$ cat src/pkg/sspa_alu_regs.svh
// Constants of the saturating pack datapath: register numbers, field widths, reset values.
`ifndef SSPA_ALU_REGS_SVH
`define SSPA_ALU_REGS_SVH

// ==========================================================================
// Reserved register numbers
// ==========================================================================
`define SSPA_STACK_POINTER_REG   4'hd
`define SSPA_PROGRAM_COUNTER_REG 4'hf

// ==========================================================================
// Field layout and reset values
// ==========================================================================
`define SSPA_WORD_W      32
`define SSPA_REG_W       4
`define SSPA_SHIFT_W     5
`define SSPA_ROT_W       2
`define SSPA_Q_RESET     1'h0
`define SSPA_DATA_RESET  32'h0000_0000
`define SSPA_LATENCY     1

`endif

$ cat src/pkg/sspa_pkg.sv
// Types of the saturating pack datapath: operation codes and request and answer carriers.
package sspa_pkg;

    typedef enum logic [4:0] {
        sat_add_sub_exchange   = 5'h00,
        sat_sub_add_exchange   = 5'h01,
        sat_double_add         = 5'h02,
        sat_double_sub         = 5'h03,
        usat_add_sub_exchange  = 5'h04,
        usat_sub_add_exchange  = 5'h05,
        usat_dual_half_add     = 5'h06,
        usat_quad_byte_add     = 5'h07,
        usat_dual_half_sub     = 5'h08,
        usat_quad_byte_sub     = 5'h09,
        pack_bottom_top        = 5'h0a,
        pack_top_bottom        = 5'h0b,
        sign_ext_byte          = 5'h0c,
        sign_ext_half          = 5'h0d,
        sign_ext_dual_byte     = 5'h0e,
        zero_ext_byte          = 5'h0f,
        zero_ext_half          = 5'h10,
        zero_ext_dual_byte     = 5'h11,
        sign_ext_byte_add      = 5'h12,
        sign_ext_half_add      = 5'h13,
        sign_ext_dual_byte_add = 5'h14,
        zero_ext_byte_add      = 5'h15,
        zero_ext_half_add      = 5'h16,
        zero_ext_dual_byte_add = 5'h17
    } sspa_op_e;

    typedef struct packed {
        logic        valid;
        sspa_op_e    op;
        logic [3:0]  rd;
        logic [3:0]  rn;
        logic [3:0]  rm;
        logic [31:0] opnd_a;
        logic [31:0] opnd_b;
        logic [4:0]  shift;
        logic [1:0]  rot;
    } sspa_req_s;

    typedef struct packed {
        logic        valid;
        logic        illegal;
        logic [3:0]  rd;
        logic [31:0] data;
    } sspa_resp_s;

endpackage : sspa_pkg

$ cat src/verilog/sspa_alu.sv
// Saturating SIMD, pack and extend datapath slice with the sticky saturation flag.
`timescale 1ns/1ps
`include "sspa_alu_regs.svh"

// Overview of operation
// - Signed add-sub exchange, halves clamp to 16 bits.
// - Signed sub-add exchange, halves clamp to 16 bits.
// - These operations never write condition flags.
// - Double-add: saturate doubled operand, add, saturate.
// - Double-sub: saturate doubled operand, subtract, saturate.
// - Either double stage clamping sets sticky flag.
// - Unsigned add-sub exchange clamps to 0..65535.
// - Unsigned sub-add exchange clamps to 0..65535.
// - Unsigned halfword adds clamp at 65535.
// - Unsigned byte adds clamp at 255.
// - Unsigned halfword subtracts clamp at zero.
// - Unsigned byte subtracts clamp at zero.
// - Bottom-top pack: first bottom, shifted second top.
// - Bottom-top left shift 1..31, zero unshifted.
// - Top-bottom right shift 1..32, zero means 32.
// - Extend byte, halfword or two bytes.
// - Extend then add to word or lanes.
// - Only a double-form clamp sets sticky flag, q_clear clears it, else flag kept.
// - Top-bottom pack: first top, shifted second bottom.

module sspa_alu
(
    // Clock and reset
    input  wire logic               clk,
    input  wire logic               sys_rst,
    // Operation request from issue
    input  wire sspa_pkg::sspa_req_s req,
    // Status word write that clears the sticky flag
    input  wire logic               q_clear,
    // Result to register file writeback
    output sspa_pkg::sspa_resp_s    resp,
    // Status word state
    output logic                    q_flag,
    output logic                    cc_write
);

    // ======================================================================
    // Operand checks
    // ======================================================================
    logic [31:0] a;
    logic [31:0] b;
    logic        legal;
    logic        take;

    assign a = req.opnd_a;
    assign b = req.opnd_b;

    function automatic logic bad_reg(input logic [3:0] r);
        bad_reg = (r == `SSPA_STACK_POINTER_REG) || (r == `SSPA_PROGRAM_COUNTER_REG);
    endfunction : bad_reg

    // A request naming a reserved register is answered but never written back.
    assign legal = !(bad_reg(req.rd) || bad_reg(req.rn) || bad_reg(req.rm));
    assign take  = req.valid && legal;

    // ======================================================================
    // Saturation helpers
    // ======================================================================
    // Each returns the clamp indication above the clamped value.
    function automatic logic [16:0] ssat16(input logic [16:0] v);
        if (v[16] != v[15])
            ssat16 = {1'b1, v[16] ? 16'h8000 : 16'h7fff};
        else
            ssat16 = {1'b0, v[15:0]};
    endfunction : ssat16

    function automatic logic [32:0] ssat32(input logic [32:0] v);
        if (v[32] != v[31])
            ssat32 = {1'b1, v[32] ? 32'h8000_0000 : 32'h7fff_ffff};
        else
            ssat32 = {1'b0, v[31:0]};
    endfunction : ssat32

    // ======================================================================
    // Signed exchange forms
    // ======================================================================
    logic [16:0] sx_hi_add;
    logic [16:0] sx_lo_sub;
    logic [16:0] sx_hi_sub;
    logic [16:0] sx_lo_add;

    assign sx_hi_add = ssat16(17'({a[31], a[31:16]} + {b[15], b[15:0]}));
    assign sx_lo_sub = ssat16(17'({a[15], a[15:0]} - {b[31], b[31:16]}));
    assign sx_hi_sub = ssat16(17'({a[31], a[31:16]} - {b[15], b[15:0]}));
    assign sx_lo_add = ssat16(17'({a[15], a[15:0]} + {b[31], b[31:16]}));

    // ======================================================================
    // Doubling forms
    // ======================================================================
    logic [32:0] dbl;
    logic [32:0] dbl_add;
    logic [32:0] dbl_sub;

    assign dbl     = ssat32({b[31], b[30:0], 1'b0});
    assign dbl_add = ssat32(33'({a[31], a} + {dbl[31], dbl[31:0]}));
    assign dbl_sub = ssat32(33'({a[31], a} - {dbl[31], dbl[31:0]}));

    // ======================================================================
    // Unsigned exchange forms
    // ======================================================================
    logic [16:0] ux_hi_add;
    logic [16:0] ux_lo_sub;
    logic [16:0] ux_hi_sub;
    logic [16:0] ux_lo_add;
    logic [31:0] ux_asx;
    logic [31:0] ux_sax;

    assign ux_hi_add = 17'({1'b0, a[31:16]} + {1'b0, b[15:0]});
    assign ux_lo_sub = 17'({1'b0, a[15:0]} - {1'b0, b[31:16]});
    assign ux_hi_sub = 17'({1'b0, a[31:16]} - {1'b0, b[15:0]});
    assign ux_lo_add = 17'({1'b0, a[15:0]} + {1'b0, b[31:16]});
    assign ux_asx = {ux_hi_add[16] ? 16'hffff : ux_hi_add[15:0],
                     ux_lo_sub[16] ? 16'h0000 : ux_lo_sub[15:0]};
    assign ux_sax = {ux_hi_sub[16] ? 16'h0000 : ux_hi_sub[15:0],
                     ux_lo_add[16] ? 16'hffff : ux_lo_add[15:0]};

    // ======================================================================
    // Unsigned lane forms
    // ======================================================================
    logic [31:0] uh_add;
    logic [31:0] uh_sub;
    logic [31:0] ub_add;
    logic [31:0] ub_sub;

    for (genvar h = 0; h < 2; h++)
    begin : g_half
        logic [16:0] s;
        logic [16:0] d;
        assign s = 17'({1'b0, a[16*h +: 16]} + {1'b0, b[16*h +: 16]});
        assign d = 17'({1'b0, a[16*h +: 16]} - {1'b0, b[16*h +: 16]});
        assign uh_add[16*h +: 16] = s[16] ? 16'hffff : s[15:0];
        assign uh_sub[16*h +: 16] = d[16] ? 16'h0000 : d[15:0];
    end

    for (genvar y = 0; y < 4; y++)
    begin : g_byte
        logic [8:0] s;
        logic [8:0] d;
        assign s = 9'({1'b0, a[8*y +: 8]} + {1'b0, b[8*y +: 8]});
        assign d = 9'({1'b0, a[8*y +: 8]} - {1'b0, b[8*y +: 8]});
        assign ub_add[8*y +: 8] = s[8] ? 8'hff : s[7:0];
        assign ub_sub[8*y +: 8] = d[8] ? 8'h00 : d[7:0];
    end

    // ======================================================================
    // Pack forms
    // ======================================================================
    logic [31:0] shl;
    logic [31:0] sar;

    // A zero shift field leaves the operand as it is.
    assign shl = b << req.shift;
    // A zero shift field stands for a full 32-bit arithmetic shift.
    assign sar = (req.shift == 5'h00) ? {32{b[31]}} : 32'($signed(b) >>> req.shift);

    // ======================================================================
    // Extend forms
    // ======================================================================
    logic [31:0] rb;
    logic [31:0] sxb;
    logic [31:0] sxh;
    logic [31:0] sxb2;
    logic [31:0] zxb;
    logic [31:0] zxh;
    logic [31:0] zxb2;

    always_comb
    begin
        unique case (req.rot)
            2'h0: rb = b;
            2'h1: rb = {b[7:0], b[31:8]};
            2'h2: rb = {b[15:0], b[31:16]};
            2'h3: rb = {b[23:0], b[31:24]};
        endcase
    end

    assign sxb  = {{24{rb[7]}}, rb[7:0]};
    assign sxh  = {{16{rb[15]}}, rb[15:0]};
    assign sxb2 = {{8{rb[23]}}, rb[23:16], {8{rb[7]}}, rb[7:0]};
    assign zxb  = {24'h00_0000, rb[7:0]};
    assign zxh  = {16'h0000, rb[15:0]};
    assign zxb2 = {8'h00, rb[23:16], 8'h00, rb[7:0]};

    function automatic logic [31:0] lane_add(input logic [31:0] x, input logic [31:0] e);
        lane_add = {16'(x[31:16] + e[31:16]), 16'(x[15:0] + e[15:0])};
    endfunction : lane_add

    // ======================================================================
    // Result select
    // ======================================================================
    logic [31:0] next_data;
    logic        next_sat;

    always_comb
    begin
        next_sat = 1'b0;
        unique case (req.op)
            sspa_pkg::sat_add_sub_exchange:   next_data = {sx_hi_add[15:0], sx_lo_sub[15:0]};
            sspa_pkg::sat_sub_add_exchange:   next_data = {sx_hi_sub[15:0], sx_lo_add[15:0]};
            sspa_pkg::sat_double_add:
            begin
                next_data = dbl_add[31:0];
                next_sat  = dbl[32] | dbl_add[32];
            end
            sspa_pkg::sat_double_sub:
            begin
                next_data = dbl_sub[31:0];
                next_sat  = dbl[32] | dbl_sub[32];
            end
            sspa_pkg::usat_add_sub_exchange:  next_data = ux_asx;
            sspa_pkg::usat_sub_add_exchange:  next_data = ux_sax;
            sspa_pkg::usat_dual_half_add:     next_data = uh_add;
            sspa_pkg::usat_quad_byte_add:     next_data = ub_add;
            sspa_pkg::usat_dual_half_sub:     next_data = uh_sub;
            sspa_pkg::usat_quad_byte_sub:     next_data = ub_sub;
            sspa_pkg::pack_bottom_top:        next_data = {shl[31:16], a[15:0]};
            sspa_pkg::pack_top_bottom:        next_data = {a[31:16], sar[15:0]};
            sspa_pkg::sign_ext_byte:          next_data = sxb;
            sspa_pkg::sign_ext_half:          next_data = sxh;
            sspa_pkg::sign_ext_dual_byte:     next_data = sxb2;
            sspa_pkg::zero_ext_byte:          next_data = zxb;
            sspa_pkg::zero_ext_half:          next_data = zxh;
            sspa_pkg::zero_ext_dual_byte:     next_data = zxb2;
            sspa_pkg::sign_ext_byte_add:      next_data = 32'(a + sxb);
            sspa_pkg::sign_ext_half_add:      next_data = 32'(a + sxh);
            sspa_pkg::sign_ext_dual_byte_add: next_data = lane_add(a, sxb2);
            sspa_pkg::zero_ext_byte_add:      next_data = 32'(a + zxb);
            sspa_pkg::zero_ext_half_add:      next_data = 32'(a + zxh);
            sspa_pkg::zero_ext_dual_byte_add: next_data = lane_add(a, zxb2);
            default:                          next_data = `SSPA_DATA_RESET;
        endcase
    end

    // ======================================================================
    // Result register
    // ======================================================================
    always_ff @(posedge clk)
    begin
        if (sys_rst)
        begin
            resp <= '0;
        end
        else
        begin
            resp.valid   <= req.valid;
            resp.illegal <= req.valid && !legal;
            resp.rd      <= req.rd;
            resp.data    <= take ? next_data : `SSPA_DATA_RESET;
        end
    end

    // ======================================================================
    // Status word
    // ======================================================================
    // A clamp in the same cycle as a clear wins, so no saturation is lost.
    always_ff @(posedge clk)
    begin
        if (sys_rst)
            q_flag <= `SSPA_Q_RESET;
        else if (take && next_sat)
            q_flag <= 1'b1;
        else if (q_clear)
            q_flag <= 1'b0;
    end

    // None of these operations writes the arithmetic condition flags.
    always_ff @(posedge clk)
    begin
        if (sys_rst)
            cc_write <= 1'b0;
        else
            cc_write <= 1'b0;
    end
endmodule : sspa_alu

$ cat config.mk
export PLATFORM = sky130hd
export DESIGN_NAME = sspa_alu
export DESIGN_NICKNAME = d
export VERILOG_FILES = /design/src/pkg/sspa_pkg.sv /design/src/verilog/sspa_alu.sv
export VERILOG_INCLUDE_DIRS = /design/src /design/src/pkg
export SDC_FILE = /design/constraint.sdc
export NUM_CORES = 1
export LEC_CHECK = 0
export BUFFER_PORTS_ARGS = -buffer_cell sky130_fd_sc_hd__clkbuf_2
export CORE_MARGIN = 2
export CORE_UTILIZATION = 25
export DETAILED_ROUTE_END_ITERATION = 6
export PLACE_DENSITY = 0.47
export SETUP_SLACK_MARGIN = 0.1
export SLEW_MARGIN = 20
export SYNTH_ARGS = -nofsm -noshare
export SYNTH_HDL_FRONTEND = slang
export SYNTH_SLANG_ARGS = --single-unit
export TNS_END_PERCENT = 5
$ cat constraint.sdc
create_clock -name clk -period 15.2 [get_ports clk]
set_clock_uncertainty 0.1 [all_clocks]
set_input_delay 3.8 -clock clk [delete_from_list [all_inputs] [get_ports clk]]
set_output_delay 3.8 -clock clk [all_outputs]
set_load 0.02 [all_outputs]
==> flow_metrics.py, run 1 <==
metrics = {
    "routing": {
        "drc": 0,
        "via_per_inst": 6.017,
        "ant_nets": 0,
        "vias": 26360,
        "drt_pre_antenna_iters": 6,
        "wl_per_cell_um": 27.68,
        "drtIter0Drc": 3260,
        "wl_mm": 121.3,
    },
    "setup_path": {
        "r2r_slack_ps": 14370,
        "crit_path_start": "req[38]",
        "regToRegStartpoint": "q_flag$_SDFFE_PP0P_",
        "cp_slowest_cell": "ha_1",
        "crit_path_end": "resp[27]$_SDFF_PP0_",
        "worstPathRequired_ps": 15330,
        "endpoint_kind": "flip-flop",
        "path_max_fanout": 32,
        "r2r-end": "q_flag$_SDFFE_PP0P_",
        "critPathMaxStageDelay_ps": 1160,
        "crit_path_cell_trace": "clkbuf_2, buf_4, inv_1, ha_1, inv_1, o21a_1, fa_1, nor2_1, o211ai_1, a311oi_1, a31oi_1, o21ai_2, a31oi_2, o311ai_1, o41a_1, nand2_1, o21bai_1, o211ai_1",
        "worstRegToRegCells": 2,
        "critical_path_arrival_ps": 11250,
        "start_kind": "primary input",
        "path_class": "in -> reg",
    },
    "sta": {
        "drv_slew": 0,
        "tightest_slew_ps": 1227,
        "fin_crit_sh_pct": 73.17,
        "fin_hold_ws_ps": 504.5,
        "relSlewSlack_pct": 16.10,
        "setup_viol": 0,
        "fin_crit_ps": 11120,
        "rsz0062_at_grt": "false",
        "hold_violations": 0,
        "fmax_mhz": 89.92,
        "setup_tns_ps": 0,
    },
    "placement": {
        "hpwl_mm": 94.20,
        "dp.cells": 4368,
        "gp_congestion": 0.9906,
        "io_buffers": 128,
        "dpl_cell_area_um2": 23790,
    },
    "grt": {
        "grt_pass1_vias": 24250,
        "grt_antenna_before_repair": 6,
        "use_met2_pct": 37.58,
        "gr-usage-met3_pct": 4.330,
        "top_usage_layer": "met2",
        "track_usage_pct": 25.57,
        "grt_max_degree": 69,
        "overflow": 0,
        "grt_pass1_wl_mm": 172.2,
        "met1_usage_pct": 36.52,
    },
    "synthesis": {
        "postSynth.asyncResetShare_pct": 0,
        "synth_compound_area_share_pct": 35.19,
        "synth.distinct_cells": 107,
        "syn_area_per_cell_um2": 6.855,
        "synth_seq_area_share_pct": 3.525,
        "yosys.area_share.simple_pct": 20.87,
        "syn_area_um2": 22150,
        "synth-edff-count": 0,
        "syn-num-nets": 3586,
        "synth_area_leaders": "ha_1, a21oi_1, xnor2_1, o21ai_0, nor2_1",
        "synth.ff_latch_count": 39,
        "synth_top_family_by_area": "compound AO/OA/AOI/OAI gates",
        "muxShareOfSynthArea_pct": 9.140,
        "synth_top_area_share_pct": 13.95,
        "synthAdderAreaFrac_pct": 15.58,
        "syn_inst": 3231,
        "ys.flop_type": "dfxtp_1",
        "synth_top_cell_by_area": "ha_1",
        "yosys_warnings": 0,
        "synth-xor-area-share_pct": 8.344,
    },
    "cts": {
        "cts_tree": "built",
        "hold_buffers": 0,
        "cts.sinks": 39,
        "cts_inserted_buffers": 5,
        "cts_resized": 0,
        "htree_levels": 2,
        "cts_setup_buffers": 0,
        "clk_path_buf_depth": 2,
        "cts-root-buf": "clkbuf_16",
        "cts.clk_slew.worst_paths_ps": 70,
        "clk_latency_ps": 300,
    },
    "die": {
        "die_area_um2": 90990,
        "coreArea_um2": 88100,
        "rows": 109,
        "start_util_pct": 25.14,
        "dieWidth_um": 301.7,
        "dieHeight_um": 301.7,
        "pin_count": 132,
    },
    "job": {
        "maxCapViolCount": 0,
    },
    "finish": {
        "area_growth_pct": 8.236,
        "nets": 3566,
        "final_cell_mix": "a21oi_1, nor2_1, o21ai_0, nand2_1, ha_1",
        "drive_above_1_share_pct": 9.654,
        "layoutNonFillerInstCount": 4381,
        "final_common_cell": "a21oi_1",
        "fin_area_um2": 23970,
    },
    "power_and_ir_drop": {
        "cellPowerDensity_nw_per_um2": 61.52,
        "leakage_nw": 9.773,
        "peakVddDrop_mv": 0.04864,
    },
    "outcome": {
        "status": "finished, final reports clean",
    },
    "min_path": {
        "hp-class": "reg -> reg",
    },
}
critical path, delay by kind of cell:
family | cells | cell delay [ps]
buf+inv | 4 | 1120
simple gates | 2 | 910
fa+ha+maj | 2 | 1610
compound gates | 10 | 3760
per-layer routing:
metal,share of wire (%),vias up
met5,0.034,-
met4,4.6,6
met3,9.7,224
met2,41,1422
met1,45,12750
li1,-,11960
where the power goes:
group	total [mW]	internal [mW]	switching (mW)
sequential	0.109	0.107	0.00159
clock	0.125	0.0767	0.0484
combinational	1.24	0.428	0.813
how the worst min path moves through the flow:
stage                               end  cells after the start  slack, ps           startpoint
floorplan           q_flag$_SDFFE_PP0P_                      2        520  q_flag$_SDFFE_PP0P_
global placement    q_flag$_SDFFE_PP0P_                      2        480  q_flag$_SDFFE_PP0P_
detailed placement  q_flag$_SDFFE_PP0P_                      2        490  q_flag$_SDFFE_PP0P_
CTS                 q_flag$_SDFFE_PP0P_                      2        510  q_flag$_SDFFE_PP0P_
global route        q_flag$_SDFFE_PP0P_                      2        560  q_flag$_SDFFE_PP0P_
finish              q_flag$_SDFFE_PP0P_                      2        500  q_flag$_SDFFE_PP0P_
flip-flops by register name, summed over array words and instances, names as in the netlist:
signal,flops
resp,38
q_flag,1
cell type report:
type	count	area [µm²]
inverter	202	758.2
timing repair buffer	180	1036
multi-input combinational	2783	19770
sequential	39	780.7
clock inverter	2	37.54
fill	9951	64130
antenna	5	12.51
clock buffer	5	125.1
tap	1165	1458
cell families after synthesis:
group / Yosys count
other: 1
XOR/XNOR: 211
multiplexers: 142
AO/OA/AOI/OAI: 1187
adder cells (fa/ha/maj): 267
AND/OR/NAND/NOR: 975
flip-flops: 39
buffers and inverters: 409
per-stage QoR:
step	setup WS [ps]	utilization (%)	total power, mW
4_1_cts	4282	27.19	1.443
5_1_grt	3854	27.20	1.571
3_3_place_gp	3983	27.00	1.316
2_1_floorplan	6497	-	0.9449
3_5_place_dp	4003	27.00	1.309
6_report	4078	27.21	1.475
synthesized netlist by cell type (28+ instances only):
| cell | n |
|---|---|
| nor2_1 | 319 |
| nand2b_1 | 54 |
| mux2i_1 | 74 |
| a21oi_1 | 330 |
| mux4_2 | 46 |
| a21o_1 | 68 |
| xnor2_1 | 175 |
| nand3_1 | 81 |
| a211oi_1 | 45 |
| dfxtp_1 | 39 |
| clkbuf_1 | 136 |
| xor2_1 | 36 |
| nor2b_1 | 42 |
| nor3_1 | 65 |
| o22ai_1 | 36 |
| nand4_1 | 28 |
| o211ai_1 | 51 |
| buf_2 | 40 |
| a221oi_1 | 33 |
| a31oi_1 | 53 |
| nand2_1 | 249 |
| ha_1 | 247 |
| o21bai_1 | 31 |
| inv_1 | 197 |
| o21ai_0 | 256 |
Power figures use the tool's default switching activity.
==> inputs of run 2 (changes only) <==
PLACE_DENSITY = 0.48   (was 0.47)
clock period = 9.7 ns   (was 15.2 ns; I/O delays follow)
==> run 2 against run 1 <==
Effect of this change: critical path depth decreased by 1; sequential share of layout area about the same; critical endpoint is now resp[30]$_SDFF_PP0_; die area stayed put; worst setup slack worse by 2700 ps.
==> flow_metrics.py, run 2 (synthesized netlist as in run 1, its figures left out) <==
metrics = {
    "finish": {
        "top_register": "resp",
        "top_regs": "resp: 38 flops, q_flag: 1 flops",
        "final_cell_mix": "a21oi_1, nor2_1, o21ai_0, nand2_1, ha_1",
        "area_growth_pct": 8.581,
        "drive_above_1_share_pct": 9.935,
        "nets": 3575,
        "largest_reg_flops": 38,
        "final_common_cell": "a21oi_1",
        "layoutNonFillerInstCount": 4388,
    },
    "cts": {
        "clk_path_buf_depth": 2,
        "cts_setup_buffers": 0,
        "cts_inserted_buffers": 5,
        "cts_tree": "built",
        "clk_latency_ps": 300,
        "hold_buffers": 0,
        "cts.sinks": 39,
        "cts_resized": 0,
        "cts-root-buf": "clkbuf_16",
        "cts.clk_slew.worst_paths_ps": 70,
        "htree_levels": 2,
    },
    "setup_path": {
        "critPathMaxStageDelay_ps": 840,
        "r2r_slack_ps": 8880,
        "worstPathRequired_ps": 9760,
        "critical_path_arrival_ps": 8360,
        "crit_family": "compound AO/OA/AOI/OAI gates",
        "endpoint_kind": "flip-flop",
        "path_max_fanout": 11,
        "cp_slowest_cell": "a2111oi_0",
        "r2r-end": "q_flag$_SDFFE_PP0P_",
        "crit_path_cell_trace": "clkbuf_2, mux2_2, mux2_2, o21ai_0, o21ai_0, ha_1, a21oi_1, o211a_1, o21a_1, o21ai_0, a31oi_1, o21ai_0, a311oi_1, xnor2_1, a2111oi_0, o2111a_1, a41oi_1",
        "path_class": "in -> reg",
        "start_kind": "primary input",
        "cp_common_cell": "o21ai_0",
        "crit_path_start": "req[1]",
        "regToRegStartpoint": "q_flag$_SDFFE_PP0P_",
        "crit_buf_inv": 1,
        "worstRegToRegCells": 2,
        "cp.depth": 17,
        "crit_path_end": "resp[30]$_SDFF_PP0_",
    },
    "sta": {
        "fin_crit_ps": 8302,
        "drv_slew": 0,
        "setup_tns_ps": 0,
        "fmax_mhz": 120.4,
        "rsz0062_at_grt": "false",
        "finalWorstSetupSlack_ps": 1398,
        "tightest_slew_ps": 1143,
        "hold_violations": 0,
        "setup_viol": 0,
        "fin_crit_sh_pct": 85.59,
        "relSlewSlack_pct": 21.81,
    },
    "die": {
        "dieHeight_um": 301.7,
        "dieWidth_um": 301.7,
        "pin_count": 132,
        "die_area_um2": 90990,
        "coreArea_um2": 88100,
        "start_util_pct": 25.14,
        "rows": 109,
    },
    "min_path": {
        "hp-class": "reg -> reg",
    },
    "routing": {
        "ant_nets": 0,
        "drt_pre_antenna_iters": 6,
        "drtIter0Drc": 3325,
        "drc": 0,
        "vias": 26300,
        "wl_per_cell_um": 27.52,
        "via_per_inst": 5.995,
        "wl_mm": 120.8,
    },
    "placement": {
        "io_buffers": 128,
        "gp_congestion": 0.9800,
        "post-place-ws_ps": 1291,
        "hpwl_mm": 95.23,
        "dp.cells": 4378,
    },
    "outcome": {
        "status": "finished, final reports clean",
    },
    "grt": {
        "track_usage_pct": 25.51,
        "grt_antenna_before_repair": 11,
        "grt_pass1_wl_mm": 171.3,
        "overflow": 0,
        "grt_max_degree": 57,
        "grt_pass1_vias": 23950,
    },
    "job": {
        "maxCapViolCount": 0,
    },
    "power_and_ir_drop": {
        "peakVddDrop_mv": 0.06088,
        "leakage_nw": 9.830,
        "cellPowerDensity_nw_per_um2": 96.42,
    },
}
==> run 2: cell types whose count changed in the layout (fill, tap and decap cells not counted) <==
cell,previous run,this run
inv_6,0,1
clkbuf_8,0,1
a2111oi_1,0,1
a2111oi_0,18,17
diode_2,5,2
clkinvlp_4,1,0
buf_4,54,63
==> run 2: stage by stage <==
step	hold WS (ps)	area (µm²)	power (mW)	util, %
3_3_place_gp	474.0	23870	2.057	27.09
3_5_place_dp	468.6	23870	2.048	27.09
6_report	503.7	24050	2.319	27.30
2_1_floorplan	518.8	22150	1.481	-
4_1_cts	484.9	24040	2.271	27.29
5_1_grt	506.9	24050	2.470	27.29
==> run 2: worst min path at each step <==
stage | start | end | slack, ps | cells past startpoint
floorplan | q_flag$_SDFFE_PP0P_ | q_flag$_SDFFE_PP0P_ | 520 | 2
global placement | q_flag$_SDFFE_PP0P_ | q_flag$_SDFFE_PP0P_ | 470 | 2
detailed placement | q_flag$_SDFFE_PP0P_ | q_flag$_SDFFE_PP0P_ | 470 | 2
CTS | q_flag$_SDFFE_PP0P_ | q_flag$_SDFFE_PP0P_ | 480 | 2
global route | q_flag$_SDFFE_PP0P_ | q_flag$_SDFFE_PP0P_ | 510 | 2
finish | q_flag$_SDFFE_PP0P_ | q_flag$_SDFFE_PP0P_ | 500 | 2
==> run 2: report_power, final <==
| group | total (mW) | switching (mW) | internal, mW | leakage [nW] |
|---|---|---|---|---|
| logic | 1.94 | 1.27 | 0.673 | 9.42 |
| clock network | 0.211 | 0.0809 | 0.130 | 0.0875 |
| registers | 0.171 | 0.00252 | 0.168 | 0.318 |
==> run 2: final cells by class <==
type,instances,area [µm²]
sequential,39,780.7
clock inverter,2,38.79
fill,9917,64050
multi-input combinational,2783,19770
tap,1165,1458
inverter,202,758.2
antenna,2,5.005
timing repair buffer,189,1104
clock buffer,6,138.9
==> run 2: worst min-delay path, delay by kind of cell, from the launching register on <==
family          cells  cell delay [ps]
compound gates      2              170
flops               1              400
==> run 2: metal layers <==
metal / up-vias / global-route usage [%] / wire length (µm)
met2: 1463 / 37.99 / 49900
met4: 18 / 10.25 / 5772
met5: - / 0 / 90
li1: 11990 / - / -
met3: 246 / 4.510 / 12070
met1: 12590 / 36.02 / 52930
